[config.mk]
export PLATFORM = sky130hd
export DESIGN_NAME = pds_drive_regs
export DESIGN_NICKNAME = d
export VERILOG_FILES = /design/src/common/pds_pkg.sv /design/src/logic/pds_drive_decode.sv /design/src/logic/pds_drive_regs.sv /design/src/logic/pds_masked_reg.sv
export VERILOG_INCLUDE_DIRS = /design/src /design/src/common
export SDC_FILE = /design/constraint.sdc
export NUM_CORES = 1
export LEC_CHECK = 0
export ABC_AREA = 1
export BUFFER_PORTS_ARGS = -buffer_cell sky130_fd_sc_hd__buf_4
export CAP_MARGIN = 15
export CORE_AREA = 2 2 105 107
export CTS_CLUSTER_DIAMETER = 40
export DETAILED_ROUTE_END_ITERATION = 16
export DIE_AREA = 0 0 107 109
export PLACE_DENSITY = 0.75
export SYNTH_ARGS = -nofsm -noshare
export SYNTH_HDL_FRONTEND = slang
export SYNTH_SLANG_ARGS = --single-unit
[constraint.sdc]
create_clock -name ref_clk -period 0.8 [get_ports ref_clk]
set_input_delay 0.08 -clock ref_clk [delete_from_list [all_inputs] [get_ports ref_clk]]
set_output_delay 0.08 -clock ref_clk [all_outputs]
set_load 0.02 [all_outputs]
[src/common/pds_regs.svh]
/*
 * Register offsets, reset values and field layout of the pad drive
 * strength bank. Assumes byte addressing with one 32-bit word per register.
 */
`ifndef PDS_REGS_SVH
`define PDS_REGS_SVH

`define PDS_OFF_PORT_A 16'h0020
`define PDS_OFF_PORT_B 16'h0024
`define PDS_RESET_PORT_A 16'h0001
`define PDS_RESET_PORT_B 16'h0000
`define PDS_MASK_LSB 16
`define PDS_DATA_W 16
`define PDS_FIELD_W 2
`define PDS_PINS 8
`define PDS_SEL_W 4
`define PDS_READ_UPPER 16'h0000
`define PDS_UNMAPPED_DATA 32'h00000000

`endif

[src/common/pds_pkg.sv]
/*
 * Types and shared helpers of the pad drive strength bank.
 * Assumes the constants of pds_regs.svh are visible to its users.
 */
package pds_pkg;

    // pad drive strength codes as stored per pin
    typedef enum logic [1:0] {
        PDS_DRV_2MA = 2'h0,
        PDS_DRV_4MA = 2'h1,
        PDS_DRV_8MA = 2'h2,
        PDS_DRV_12MA = 2'h3
    } pds_drive_t;

    typedef logic [15:0] pds_field_t;
    typedef logic [3:0] pds_sel_t;

    // bits with mask set take the new value, the rest keep the old one
    function automatic pds_field_t pds_masked_merge(input pds_field_t old_v,
                                                    input pds_field_t new_v,
                                                    input pds_field_t mask);
        return (old_v & ~mask) | (new_v & mask);
    endfunction

    // one-hot pad select: bit 0 2mA, bit 1 4mA, bit 2 8mA, bit 3 12mA
    function automatic pds_sel_t pds_sel_onehot(input pds_drive_t code);
        pds_sel_t sel;
        sel = 4'h0;
        sel[code] = 1'b1;
        return sel;
    endfunction

endpackage

[src/logic/pds_drive_decode.sv]
/*
 * Registered decode of packed 2-bit drive codes into one-hot pad selects.
 * Assumes the codes come from logic on the same clock.
 */
`timescale 1ns/1ps

module pds_drive_decode
    import pds_pkg::*;
#(
    parameter int PINS = 8
) (
    // clock and reset
    input wire logic ref_clk,
    input wire logic resetn,
    // packed codes, pin 0 in the low bits
    input wire logic [2*PINS-1:0] codes,
    // one-hot selects, four bits per pin
    output logic [4*PINS-1:0] sel
);

    if (PINS < 1) begin : g_bad_pins
        $error("pds_drive_decode needs at least one pin");
    end

    logic [4*PINS-1:0] sel_q;
    logic [4*PINS-1:0] sel_d;

    always_comb begin
        sel_d = '0;
        for (int p = 0; p < PINS; p++) begin
            sel_d[4*p +: 4] = pds_sel_onehot(pds_drive_t'(codes[2*p +: 2]));
        end
    end

    // one cycle behind the codes; pads see no glitch from the decode
    always_ff @(posedge ref_clk or negedge resetn) begin
        if (!resetn) begin
            sel_q <= '0;
        end else begin
            sel_q <= sel_d;
        end
    end

    assign sel = sel_q;

endmodule // pds_drive_decode

[src/logic/pds_drive_regs.sv]
/*
 * Pad drive strength register bank for two eight-pin always-on ports.
 * Holds two masked-write registers, drives per-pin codes and one-hot pad
 * selects. Assumes a simple strobe bus on ref_clk with reads answered in
 * the following cycle, and pads that accept a registered select.
 */
// The strobed register port is this design's own decision.
`timescale 1ns/1ps

`include "pds_regs.svh"

// Operation
// - The port A register answers at byte offset 0x0020.
// - The port B register answers at byte offset 0x0024 with the port A layout.
// - On a write, a set bit n+16 lets bit n take the written value.
// - On a write, a clear bit n+16 keeps bit n unchanged.
// - Bits 31:16 are write-only masks that are never stored.
// - Each pin has a 2-bit field, pin 7 at bits 15:14 down to pin 0 at bits 1:0.
// - Codes 00, 01, 10, 11 select 2mA, 4mA, 8mA and 12mA.
// - Reset loads port A pin 0 with 1, the 4mA setting.
// - Reset loads every other field of both ports with 0, the 2mA setting.
module pds_drive_regs
    import pds_pkg::*;
#(
    parameter int ADDR_W = 16
) (
    // clock and reset
    input wire logic ref_clk,
    input wire logic resetn,
    // register bus
    input wire logic [ADDR_W-1:0] addr,
    input wire logic [31:0] wr_data,
    input wire logic wr_strobe,
    input wire logic rd_strobe,
    output logic [31:0] rd_data,
    // port A drive codes
    output logic [1:0] port_a_pin0_drive,
    output logic [1:0] port_a_pin1_drive,
    output logic [1:0] port_a_pin2_drive,
    output logic [1:0] port_a_pin3_drive,
    output logic [1:0] port_a_pin4_drive,
    output logic [1:0] port_a_pin5_drive,
    output logic [1:0] port_a_pin6_drive,
    output logic [1:0] port_a_pin7_drive,
    // port B drive codes
    output logic [1:0] port_b_pin0_drive,
    output logic [1:0] port_b_pin1_drive,
    output logic [1:0] port_b_pin2_drive,
    output logic [1:0] port_b_pin3_drive,
    output logic [1:0] port_b_pin4_drive,
    output logic [1:0] port_b_pin5_drive,
    output logic [1:0] port_b_pin6_drive,
    output logic [1:0] port_b_pin7_drive,
    // one-hot pad selects, four bits per pin, pin 0 lowest
    output logic [31:0] port_a_drive_sel,
    output logic [31:0] port_b_drive_sel
);

    // the highest offset needs six address bits
    if (ADDR_W < 6 || ADDR_W > 32) begin : g_bad_addr
        $error("pds_drive_regs needs ADDR_W between 6 and 32");
    end

    function automatic logic addr_hit(input logic [ADDR_W-1:0] a,
                                      input logic [15:0] offset);
        return a == ADDR_W'(offset);
    endfunction

    // field of one pin, pin n at bits 2n+1:2n
    function automatic logic [`PDS_FIELD_W-1:0] pin_field(input pds_field_t v,
                                                          input int pin);
        return v[pin*`PDS_FIELD_W +: `PDS_FIELD_W];
    endfunction

    logic hit_a;
    logic hit_b;
    logic wr_a;
    logic wr_b;
    pds_field_t wr_value;
    pds_field_t wr_mask;
    pds_field_t port_a_q;
    pds_field_t port_b_q;
    logic [31:0] rd_data_q;
    logic [31:0] rd_data_d;

    // full decode: any other address, aligned or not, is unmapped
    assign hit_a = addr_hit(addr, `PDS_OFF_PORT_A);
    assign hit_b = addr_hit(addr, `PDS_OFF_PORT_B);
    assign wr_a = wr_strobe && hit_a;
    assign wr_b = wr_strobe && hit_b;

    // masks steer the write and are then dropped
    assign wr_value = wr_data[`PDS_DATA_W-1:0];
    assign wr_mask = wr_data[`PDS_MASK_LSB +: `PDS_DATA_W];

    pds_masked_reg #(
        .W(`PDS_DATA_W),
        .RESET_VAL(`PDS_RESET_PORT_A)
    ) u_port_a (
        .ref_clk(ref_clk),
        .resetn(resetn),
        .wr_en(wr_a),
        .wr_value(wr_value),
        .wr_mask(wr_mask),
        .value(port_a_q)
    );

    pds_masked_reg #(
        .W(`PDS_DATA_W),
        .RESET_VAL(`PDS_RESET_PORT_B)
    ) u_port_b (
        .ref_clk(ref_clk),
        .resetn(resetn),
        .wr_en(wr_b),
        .wr_value(wr_value),
        .wr_mask(wr_mask),
        .value(port_b_q)
    );

    pds_drive_decode #(
        .PINS(`PDS_PINS)
    ) u_decode_a (
        .ref_clk(ref_clk),
        .resetn(resetn),
        .codes(port_a_q),
        .sel(port_a_drive_sel)
    );

    pds_drive_decode #(
        .PINS(`PDS_PINS)
    ) u_decode_b (
        .ref_clk(ref_clk),
        .resetn(resetn),
        .codes(port_b_q),
        .sel(port_b_drive_sel)
    );

    // unmapped reads return zero; the bus never waits
    always_comb begin
        rd_data_d = `PDS_UNMAPPED_DATA;
        if (rd_strobe && hit_a) begin
            rd_data_d = {`PDS_READ_UPPER, port_a_q};
        end else if (rd_strobe && hit_b) begin
            rd_data_d = {`PDS_READ_UPPER, port_b_q};
        end
    end

    // read data stands for the cycle after each read strobe cycle, zero otherwise
    always_ff @(posedge ref_clk or negedge resetn) begin
        if (!resetn) begin
            rd_data_q <= `PDS_UNMAPPED_DATA;
        end else begin
            rd_data_q <= rd_data_d;
        end
    end

    assign rd_data = rd_data_q;

    // per-pin fields, pin n at bits 2n+1:2n
    assign port_a_pin0_drive = pin_field(port_a_q, 0);
    assign port_a_pin1_drive = pin_field(port_a_q, 1);
    assign port_a_pin2_drive = pin_field(port_a_q, 2);
    assign port_a_pin3_drive = pin_field(port_a_q, 3);
    assign port_a_pin4_drive = pin_field(port_a_q, 4);
    assign port_a_pin5_drive = pin_field(port_a_q, 5);
    assign port_a_pin6_drive = pin_field(port_a_q, 6);
    assign port_a_pin7_drive = pin_field(port_a_q, 7);
    assign port_b_pin0_drive = pin_field(port_b_q, 0);
    assign port_b_pin1_drive = pin_field(port_b_q, 1);
    assign port_b_pin2_drive = pin_field(port_b_q, 2);
    assign port_b_pin3_drive = pin_field(port_b_q, 3);
    assign port_b_pin4_drive = pin_field(port_b_q, 4);
    assign port_b_pin5_drive = pin_field(port_b_q, 5);
    assign port_b_pin6_drive = pin_field(port_b_q, 6);
    assign port_b_pin7_drive = pin_field(port_b_q, 7);

    // checks

    logic after_reset_q;

    // low during reset and in the first cycle after its release
    always_ff @(posedge ref_clk or negedge resetn) begin
        if (!resetn) begin
            after_reset_q <= 1'b0;
        end else begin
            after_reset_q <= 1'b1;
        end
    end
endmodule // pds_drive_regs

[src/logic/pds_masked_reg.sv]
/*
 * One masked-write configuration register: a write updates only the bits
 * whose mask bit is set. Assumes a single-cycle write enable on ref_clk.
 */
`timescale 1ns/1ps

module pds_masked_reg
    import pds_pkg::*;
#(
    parameter int W = 16,
    parameter logic [W-1:0] RESET_VAL = '0
) (
    // clock and reset
    input wire logic ref_clk,
    input wire logic resetn,
    // write side
    input wire logic wr_en,
    input wire logic [W-1:0] wr_value,
    input wire logic [W-1:0] wr_mask,
    // stored value
    output logic [W-1:0] value
);

    if (W != 16) begin : g_bad_width
        $error("pds_masked_reg serves only 16-bit fields");
    end

    logic [W-1:0] value_q;
    logic [W-1:0] value_d;

    always_comb begin
        value_d = value_q;
        if (wr_en) begin
            value_d = pds_masked_merge(value_q, wr_value, wr_mask);
        end
    end

    always_ff @(posedge ref_clk or negedge resetn) begin
        if (!resetn) begin
            value_q <= RESET_VAL;
        end else begin
            value_q <= value_d;
        end
    end

    assign value = value_q;

endmodule // pds_masked_reg

Word-level counts from Yosys, hierarchy flattened
Index checks and enable logic that the tools add are counted. W data, S select, Z words.

Reductions and logical operators: 20. Bitwise gates (word level): 6. Equal/unequal tests: 2. Mux-type cells: 34. Order comparisons: 32.

Operators with widths (number): $and A16 B16 Y16 (3); $lt A2 B3 Y1 const B (16); $demux W1 S2 (16); $eq A16 B6 Y1 const B (2); $ge A2 B1 Y1 const B (16); $mux W32 (1); $or A16 B16 Y16 (2); $logic_and A1 B1 Y1 (20); $mux W1 (16); $mux W16 (1); $not A16 Y16 (1).

Word-level logic and storage cells: 99. Input bits: 52. Register bits: 128.

Longest topological paths before layout
Gate-level depths: netlist (run 1).

Depth after elaboration: 4. Gate-level depth with buffers: 9. Gate-level depth less buffers: 8.

Modules after synthesis
A second synthesis (run 1) with hierarchy kept.

Cell total of the unflattened synthesis: 466. Area total of the unflattened synthesis: 4371.7 um^2.

Modules (own cells, without submodules): pds_drive_decode (instances 2, area each 1011.0 um^2, sequential area each 800.8 um^2, cells each 88); pds_drive_regs (instances 1, area each 959.7 um^2, sequential area each 400.4 um^2, cells each 124); pds_masked_reg at u_port_a (instances 1, area each 695.7 um^2, sequential area each 401.6 um^2, cells each 83); pds_masked_reg at u_port_b (instances 1, area each 694.4 um^2, sequential area each 400.4 um^2, cells each 83).

Worst setup path after synthesis (run 1)
No wires, ideal clock.

Path type: input port to flip-flop. From: input port addr[15]. To: register with a tool-made name. Cell stages on the path: 8. Arrival: 965 ps. Required time: 735 ps. Buffers on the path: 1. Setup slack: -230 ps. Cells stage by stage: nor2_1 > nand2_1 > nor2_4 > nand2_8 > nor2_8 > buf_8 > nand3_2 > nand2_1.

RTL lines: start, declared (line pds_drive_regs.sv:31) `input wire logic [ADDR_W-1:0] addr,`.

==> results of run 1 <==
per-layer routing:
metal	up-vias	wire length, µm	share of wire
met1	2174	5444	0.36
li1	1969	-	-
met5	-	0	0
met4	0	448	0.030
met2	231	8168	0.54
met3	39	941	0.063
area by class of cell:
| cell class | count | area share |
|---|---|---|
| Sequential cell | 112 | 0.3571 |
| Tap cell | 140 | 0.02201 |
| Inverter | 59 | 0.02783 |
| Timing Repair Buffer | 262 | 0.3503 |
| Clock buffer | 9 | 0.01557 |
| Multi-Input combinational cell | 283 | 0.2138 |
| Clock inverter | 7 | 0.01336 |
where the power goes:
| part | internal, W | total [W] | switching, W |
|---|---|---|---|
| sequential | 0.00566 | 0.00566 | 0.000000643 |
| clock | 0.00180 | 0.00387 | 0.00207 |
| combinational | 0.000357 | 0.000794 | 0.000437 |
synthesized netlist by cell type (all sizes together):
cell type,n
clkbuf,4
nand4,48
nor2,64
dfrtp,111
nand2,120
inv,59
o21ai,16
buf,27
conb,1
dfstp,1
nand3,18
kinds of logic (layout without fill, tap and decap cells):
logic type	after synthesis	in the layout	synth area share
other cells	1	16	0.0008243
flops	112	112	0.6163
simple gates	250	251	0.2701
compound gates	16	16	0.01760
buf+inv	90	337	0.09516
timing repair:
action	4_1_cts	5_1_grt
cloned	1	1
resized for setup	184	121
buffers inserted	33	28
hold buffers	33	0
endpoints found under the hold margin	144	0
setup endpoints to repair	132	192
pin swaps	12	43
stage by stage:
step / util / hold slack [ns] / TNS [ns]
2_1_floorplan: - / -0.2156 / -8.538
3_3_place_gp: 0.5723 / 0.09113 / -17.28
3_5_place_dp: 0.5723 / 0.1033 / -19.06
4_1_cts: 0.7068 / 0.1260 / -25.00
5_1_grt: 0.7505 / 0.1477 / -30.78
6_report: 0.7505 / 0.1437 / -26.30
how the worst max path moves through the flow:
stage / startpoint / to / slack, ns / cells after the start
final: flop / port_a_pin0_drive[0] / -0.36 / 1
after global routing: flop / port_a_pin0_drive[0] / -0.36 / 1
after CTS: flop / port_a_pin0_drive[0] / -0.36 / 1
after detailed placement: addr[11] / rd_data[10] / -0.44 / 8
after global placement: addr[15] / rd_data[6] / -0.38 / 8
after floorplan: addr[15] / flop / -0.21 / 8
==> results.toml, run 1 <==
[placement]
gp_congestion = 0.7814
portBuffers = 163
dpl_cell_area_mm2 = 0.006068
dp_cells = 775
pre_cts_ws_ns = -0.4404
dp_hpwl_mm = 8.270

[layout]
layout_common_cells = "buf_6 (162), dfrtp_1 (81), nand2_1 (65)"
diodes = 0
nNetsFinal = 779
drive_gt1_frac = 0.5396
multi_input_area_mm2 = 0.001702
layout_commonest_cell = "buf_6"
syn_to_final_growth_pct = 74.92
fin_cells = 872
fin_area_mm2 = 0.007958
nFillCells = 654
regArea_mm2 = 0.002841

[timing]
rsz0062_at_grt = "yes"
finalHoldViolations = 0
fin_crit_ns = 1.158
fmax_ghz = 0.8638
setup_slack_ns = -0.3577
drv_slew = 0
period_share = 1.447
setup_violations = 164
clock_skew_ns = 0.007861

[route]
via_count = 4413
totalWireLength_mm = 15.00
drc = 0
viasPerCell = 5.061
ant_nets = 0
dr.first_iter.drc_count = 243
firstDrtPassIters = 5
wire_per_inst_um = 17.21

[yosys]
yosysSeqAreaShare = 0.6163
yosys.area.top_type = "dfrtp_1"
netlist_area_mm2 = 0.004549
synth_top_area_share = 0.6106
syn_inst = 469
avgSynthCellArea_um2 = 9.700
synth_cell_types = 21
synth-seq-cells = 112
yosys_warnings = 0
ys_top_cells_by_area = "dfrtp_1 (61%), nand2_1 (9.7%), nand4_1 (6.6%)"

[critical_path]
r2r_setup_slack_ns = -0.17
critical_path_class = "reg -> out"
path_buf_inv = 1
slowest_delay_ns = 0.57
worstReg2RegEnd = "rd_data[0]"
r2r_cells = 4
path_max_fanout = 2
cp_top_family = "flip-flops"
cp_data_required_time_ns = 0.72
arrival_ns = 1.08
start_kind = "flop"
end_kind = "primary output"
slowest_stage = "dfstp_2"
crit_chain = "buf_6"

[floorplanning]
fp.dieArea_mm2 = 0.01166
chipHeight_um = 109
die_x_um = 107
fp-row-count = 38
start_util = 0.4291
core_region_area_mm2 = 0.01060
io_pins = 180

[global_route]
busiest_layer = "met2"
track_usage = 0.2446
gr-usage-met1 = 0.2818
antenna_found_initial = 0
grt_pass1_vias = 4271
grt_pass1_wl_mm = 21.65
met2_usage = 0.4440
grt_max_degree = 52
met3_usage = 0.03885
overflow = 0

[clock_network]
cts.sinks = 112
h-tree-depth = 3
cts_max_path_buffers = 2
clk_pin_slew_ns = 0.11
cts_tree = "done"
root_buffer = "clkbuf_8"
clock_latency_ns = 0.39
numCtsBuffers = 9

[hold_path]
holdPathStages = 4
min_to = "rd_data[9]"
hold_start = "rd_strobe"
hold_path.class = "in -> reg"

[outcome]
violations = "negative setup slack"
status = "finished, violations left"

[power]
power.total_w = 0.01032
p_per_area_mw_per_mm2 = 1297
ir_worst_vdd_uv = 806.3
leakage_nw = 3.942

[flow_run]
drv_cap = 0
Power figures use the tool's default switching activity.
==> inputs of run 2 (changes only) <==
--- a/config.mk
+++ b/config.mk
@@ -9,10 +9,10 @@
 export ABC_AREA = 1
 export BUFFER_PORTS_ARGS = -buffer_cell sky130_fd_sc_hd__buf_4
 export CAP_MARGIN = 15
-export CORE_AREA = 2 2 105 107
+export CORE_AREA = 2 2 121 94
 export CTS_CLUSTER_DIAMETER = 40
 export DETAILED_ROUTE_END_ITERATION = 16
-export DIE_AREA = 0 0 107 109
+export DIE_AREA = 0 0 123 96
 export PLACE_DENSITY = 0.75
 export SYNTH_ARGS = -nofsm -noshare
 export SYNTH_HDL_FRONTEND = slang
==> results.toml, run 2 (synthesized netlist as in run 1, its figures left out) <==
[outcome]
violations = "negative setup slack"
status = "finished, violations left"

[route]
via_count = 4216
firstDrtPassIters = 4
dr.first_iter.drc_count = 327
ant_nets = 0
totalWireLength_mm = 14.28
drc = 0
wire_per_inst_um = 16.53
viasPerCell = 4.880

[global_route]
met3_usage = 0.06931
grt_pass1_wl_mm = 21.76
met2_usage = 0.4286
busiest_layer = "met2"
antenna_found_initial = 0
gr-usage-met1 = 0.2970
grt_max_degree = 67
overflow = 0
track_usage = 0.2470
grt_pass1_vias = 4358

[critical_path]
worstReg2RegEnd = "rd_data[0]"
path_max_fanout = 2
r2r_cells = 4
slowest_stage = "dfstp_2"
path_depth = 1
r2r_setup_slack_ns = -0.16
endpoint = "port_a_pin0_drive[0]"
cp_top_family = "flip-flops"
crit_chain = "buf_6"
path_buf_inv = 1
critical_path_class = "reg -> out"
cp_data_required_time_ns = 0.72
start_kind = "flop"
end_kind = "primary output"
arrival_ns = 1.02
slowest_delay_ns = 0.56

[layout]
layout_common_cells = "buf_6 (160), dfrtp_1 (80), nand2_1 (77)"
fin_area_mm2 = 0.007885
syn_to_final_growth_pct = 73.32
diodes = 0
layout_commonest_cell = "buf_6"
drive_gt1_frac = 0.5014
utilization = 0.7402
nNetsFinal = 771

[power]
power_frac_comb = 0.071
p_sw_frac = 0.2360
power.switching_w = 0.002642
leakage_nw = 3.916
p_seq_frac = 0.505
p_clk_frac = 0.424
ir_worst_vdd_uv = 1161
p_int_w = 0.008552
power.total_w = 0.01119
p_per_area_mw_per_mm2 = 1420

[clock_network]
numCtsBuffers = 9
h-tree-depth = 3
cts.sinks = 112
cts_max_path_buffers = 2
clk_pin_slew_ns = 0.08
clock_latency_ns = 0.35
cts_tree = "done"
root_buffer = "clkbuf_16"

[timing]
finalHoldViolations = 0
period_share = 1.381
fin_crit_ns = 1.105
drv_slew = 0
clock_skew_ns = 0.007638
setup_slack_ns = -0.3050
fmax_ghz = 0.9050
setup_violations = 145
rsz0062_at_grt = "yes"

[placement]
portBuffers = 163
dp_hpwl_mm = 8.401
pre_cts_ws_ns = -0.4310
gp_congestion = 0.7658
dpl_cell_area_mm2 = 0.006038

[floorplanning]
core_region_area_mm2 = 0.01065
io_pins = 180
fp-row-count = 33
start_util = 0.4271
fp.dieArea_mm2 = 0.01181
chipHeight_um = 96
die_x_um = 123

[hold_path]
hold_path.class = "in -> reg"

[flow_run]
drv_cap = 0
[run 2: cell count changes in the layout (fill, tap and decap cells not counted), sizes merged]
cell	before	now
buf	228	221
inv	60	63
bufinv	2	1
clkbuf	10	9
clkinv	3	2
clkinvlp	1	0
[run 2: per-layer routing]
layer / part of all wire / routed length, µm
met3: 0.060 / 857
met2: 0.52 / 7416
met4: 0.021 / 298
met1: 0.40 / 5709
met5: 0 / 0
[run 2: worst min-delay path by stage]
| stage | start | endpoint | cells after the start |
|---|---|---|---|
| 6_report | rd_strobe | rd_data[11] | 4 |
| 5_1_grt | rd_strobe | rd_data[11] | 4 |
| 4_1_cts | rd_strobe | rd_data[6] | 4 |
| 3_5_place_dp | resetn | u_decode_a.sel[27] | 2 |
| 3_3_place_gp | resetn | u_decode_a.sel[27] | 2 |
| 2_1_floorplan | resetn | asynchronous set/reset pin | 0 |
[run 2: through the flow]
stage | hold slack [ns] | TNS, ns | instances
6_report | 0.1761 | -18.96 | 864
5_1_grt | 0.1964 | -24.02 | 864
4_1_cts | 0.1658 | -19.42 | 864
3_5_place_dp | 0.09104 | -18.98 | 776
3_3_place_gp | 0.08605 | -17.50 | 776
2_1_floorplan | -0.2156 | -8.538 | 484
[run 2: layout make-up]
type / instances / area [µm²]
Sequential cell: 112 / 2843
Fill cell: 715 / 2768
Timing Repair Buffer: 254 / 2700
Multi-Input combinational cell: 283 / 1620
Inverter: 59 / 226.5
Clock buffer: 9 / 225.2
Tap cell: 140 / 175.2
Clock inverter: 7 / 95.09
[run 2: timing repair]
action                     4_1_cts  5_1_grt
resized for setup              192       98
setup endpoints to repair      159      177
buffers inserted                38       17
pin swaps                       21       33
hold buffers                    33        0
hold endpoints to repair       139        0
gates cloned                     2        0
[run 2: power by group through the flow]
stage	Clock, W	Combinational, W	Sequential [W]
3_5_place_dp	0	0.000592	0.00577
6_report	0.00474	0.000796	0.00566
5_1_grt	0.00507	0.000860	0.00566
2_1_floorplan	0	0.000214	0.00577
4_1_cts	0.00482	0.000758	0.00566
3_3_place_gp	0	0.000572	0.00577
==> inputs of run 3 (changes only) <==
--- a/config.mk
+++ b/config.mk
@@ -9,11 +9,12 @@
 export ABC_AREA = 1
 export BUFFER_PORTS_ARGS = -buffer_cell sky130_fd_sc_hd__buf_4
 export CAP_MARGIN = 15
-export CORE_AREA = 2 2 121 94
+export CORE_AREA = 4 4 122 95
 export CTS_CLUSTER_DIAMETER = 40
 export DETAILED_ROUTE_END_ITERATION = 16
-export DIE_AREA = 0 0 123 96
-export PLACE_DENSITY = 0.75
+export DIE_AREA = 0 0 126 99
+export PLACE_DENSITY = 0.74
 export SYNTH_ARGS = -nofsm -noshare
 export SYNTH_HDL_FRONTEND = slang
+export SYNTH_HIERARCHICAL = 1
 export SYNTH_SLANG_ARGS = --single-unit
==> results.toml, run 3 <==
[route]
ant_nets = 0
drc = 0
dr.first_iter.drc_count = 186
viasPerCell = 4.822
wire_per_inst_um = 17.63
totalWireLength_mm = 15.32
firstDrtPassIters = 4
via_count = 4190

[yosys]
syn_inst = 466
synth-seq-cells = 112
synth-async-reset-ratio = 1.000
synth_most_common_cell = "nand2_1"
ys.flop_type = "dfrtp_1"
synth_edf_count = 0
netlist_top_cells_count = "nand2_1 (154), dfrtp_1 (111), inv_1 (59), nor2_1 (59), nand3_1 (32)"
yosys_warnings = 6
ys_top_cells_by_area = "dfrtp_1 (64%), nand2_1 (13%), inv_1 (5.1%)"
synth_compound_area_frac = 0
yosys.area_share.simple = 0.2562
synth.area.mux_share = 0
synth_cell_types = 19
netlist_area_mm2 = 0.004372
synth_adder_area_share = 0
avgSynthCellArea_um2 = 9.381
synth_top_area_share = 0.6354
synth_top_family_by_area = "simple AND/OR/NAND/NOR gates"
synth-xor-area-share = 0
yosys.area.top_type = "dfrtp_1"
yosysSeqAreaShare = 0.6414

[floorplanning]
io_pins = 180
fp-row-count = 32
core_region_area_mm2 = 0.01025
fp.dieArea_mm2 = 0.01247
chipHeight_um = 99
die_x_um = 126
start_util = 0.4265

[timing]
finalHoldViolations = 0
setup_tns_ns = -25.63
fmax_ghz = 0.9195
period_share = 1.359
rsz0062_at_grt = "yes"
fin_crit_ns = 1.088
clock_skew_ns = 0.006870
drv_slew = 0
setup_slack_ns = -0.2876
setup_violations = 168

[power]
ir_worst_vdd_uv = 1404
p_per_area_mw_per_mm2 = 1350
power.total_w = 0.01100
leakage_nw = 4.192

[clock_network]
cts.sinks = 112
cts_tree = "done"
root_buffer = "clkbuf_16"
clock_latency_ns = 0.34
clk_pin_slew_ns = 0.07
h-tree-depth = 3
numCtsBuffers = 9
cts_max_path_buffers = 2

[placement]
gp_congestion = 0.7582
dp_cells = 768
dp_hpwl_mm = 8.171
portBuffers = 163
pre_cts_ws_ns = -0.4692

[critical_path]
path_buf_inv = 1
path_max_fanout = 2
slowest_delay_ns = 0.56
cp_data_required_time_ns = 0.72
crit_chain = "buf_6"
r2r_cells = 4
start_kind = "flop"
worstReg2RegEnd = "u_decode_a/sel[1]"
cp_top_family = "flip-flops"
r2r_setup_slack_ns = -0.17
critical_path_class = "reg -> out"
slowest_stage = "dfstp_2"
arrival_ns = 1.01
end_kind = "primary output"

[hold_path]
holdPathStages = 3
hold_path.class = "in -> reg"
hold_start = "wr_data[31]"

[layout]
nNetsFinal = 780
utilization = 0.7950
syn_to_final_growth_pct = 86.41
diodes = 0
fin_cells = 869
drive_gt1_frac = 0.5580
layout_common_cells = "buf_6 (158), nand2_1 (89), dfrtp_1 (80)"
layout_commonest_cell = "buf_6"

[outcome]
violations = "negative setup slack"
status = "finished, violations left"

[global_route]
track_usage = 0.2440
grt_pass1_vias = 4548
grt_pass1_wl_mm = 23.75
overflow = 0
grt_max_degree = 38
antenna_found_initial = 0

[flow_run]
drv_cap = 0
## run 3: changes by cell type after synthesis, moves of 2 or more
cell      before  now
nand2_1      117  154
nand4_1       48   16
nand3_1        7   32
o21ai_1       16    0
nand3_2       11    0
buf_2          7    1
buf_6          2    6
clkbuf_1       4    1
nor2_1        56   59
nand2_2        2    0
nor2_8         3    1
## run 3: where the power goes
part | leakage, nW | switching [W] | internal [W]
Clock | 0.153 | 0.00202 | 0.00253
Sequential | 1.43 | 0.000000647 | 0.00566
Combinational | 2.61 | 0.000432 | 0.000359
Total | 4.19 | 0.00245 | 0.00855
## run 3: cells by family after synthesis
group,count (synthesis)
buf+inv,86
simple gates,267
flops,112
other cells,1
## run 3: worst max-delay path by stage
| stage | startpoint | to | cells past startpoint |
|---|---|---|---|
| after floorplan | addr[1] | flop | 10 |
| after global placement | addr[3] | flop | 10 |
| after detailed placement | addr[15] | flop | 10 |
| after CTS | flop | port_a_pin0_drive[0] | 1 |
| after global routing | flop | port_a_pin0_drive[0] | 1 |
| final | flop | port_a_pin0_drive[0] | 1 |
## run 3: routing by layer
layer  GRT usage  vias up  part of all wire
met4     0.06595        0             0.016
met2      0.4360      201              0.54
met1      0.2915     2051              0.36
met3     0.06717       27             0.080
met5           0        -                 0
li1            -     1911                 -
## run 3: final cells by class
| type | count | area, µm² |
|---|---|---|
| fill | 620 | 2101 |
| sequential | 112 | 2843 |
| clock inverter | 6 | 66.31 |
| multi-input combinational | 283 | 1667 |
| tap | 136 | 170.2 |
| clock buffer | 10 | 239.0 |
| timing repair buffer | 263 | 2940 |
| inverter | 59 | 224.0 |
## run 3: per-stage QoR
step | instance area [µm²] | hold WS [ns]
floorplan | 4559 | -0.2156
global placement | 5958 | -0.03061
detailed placement | 5958 | -0.03610
CTS | 7884 | 0.0009414
global route | 8149 | 0.03387
finish | 8149 | 0.04183
## run 3: what timing repair did
item                       4_1_cts  5_1_grt
pin swaps                       41       21
hold buffers                    32        0
hold endpoints to repair       142        0
cloned                           8        0
buffers inserted                48        5
setup endpoints to repair      161      201
resized for setup              230       93
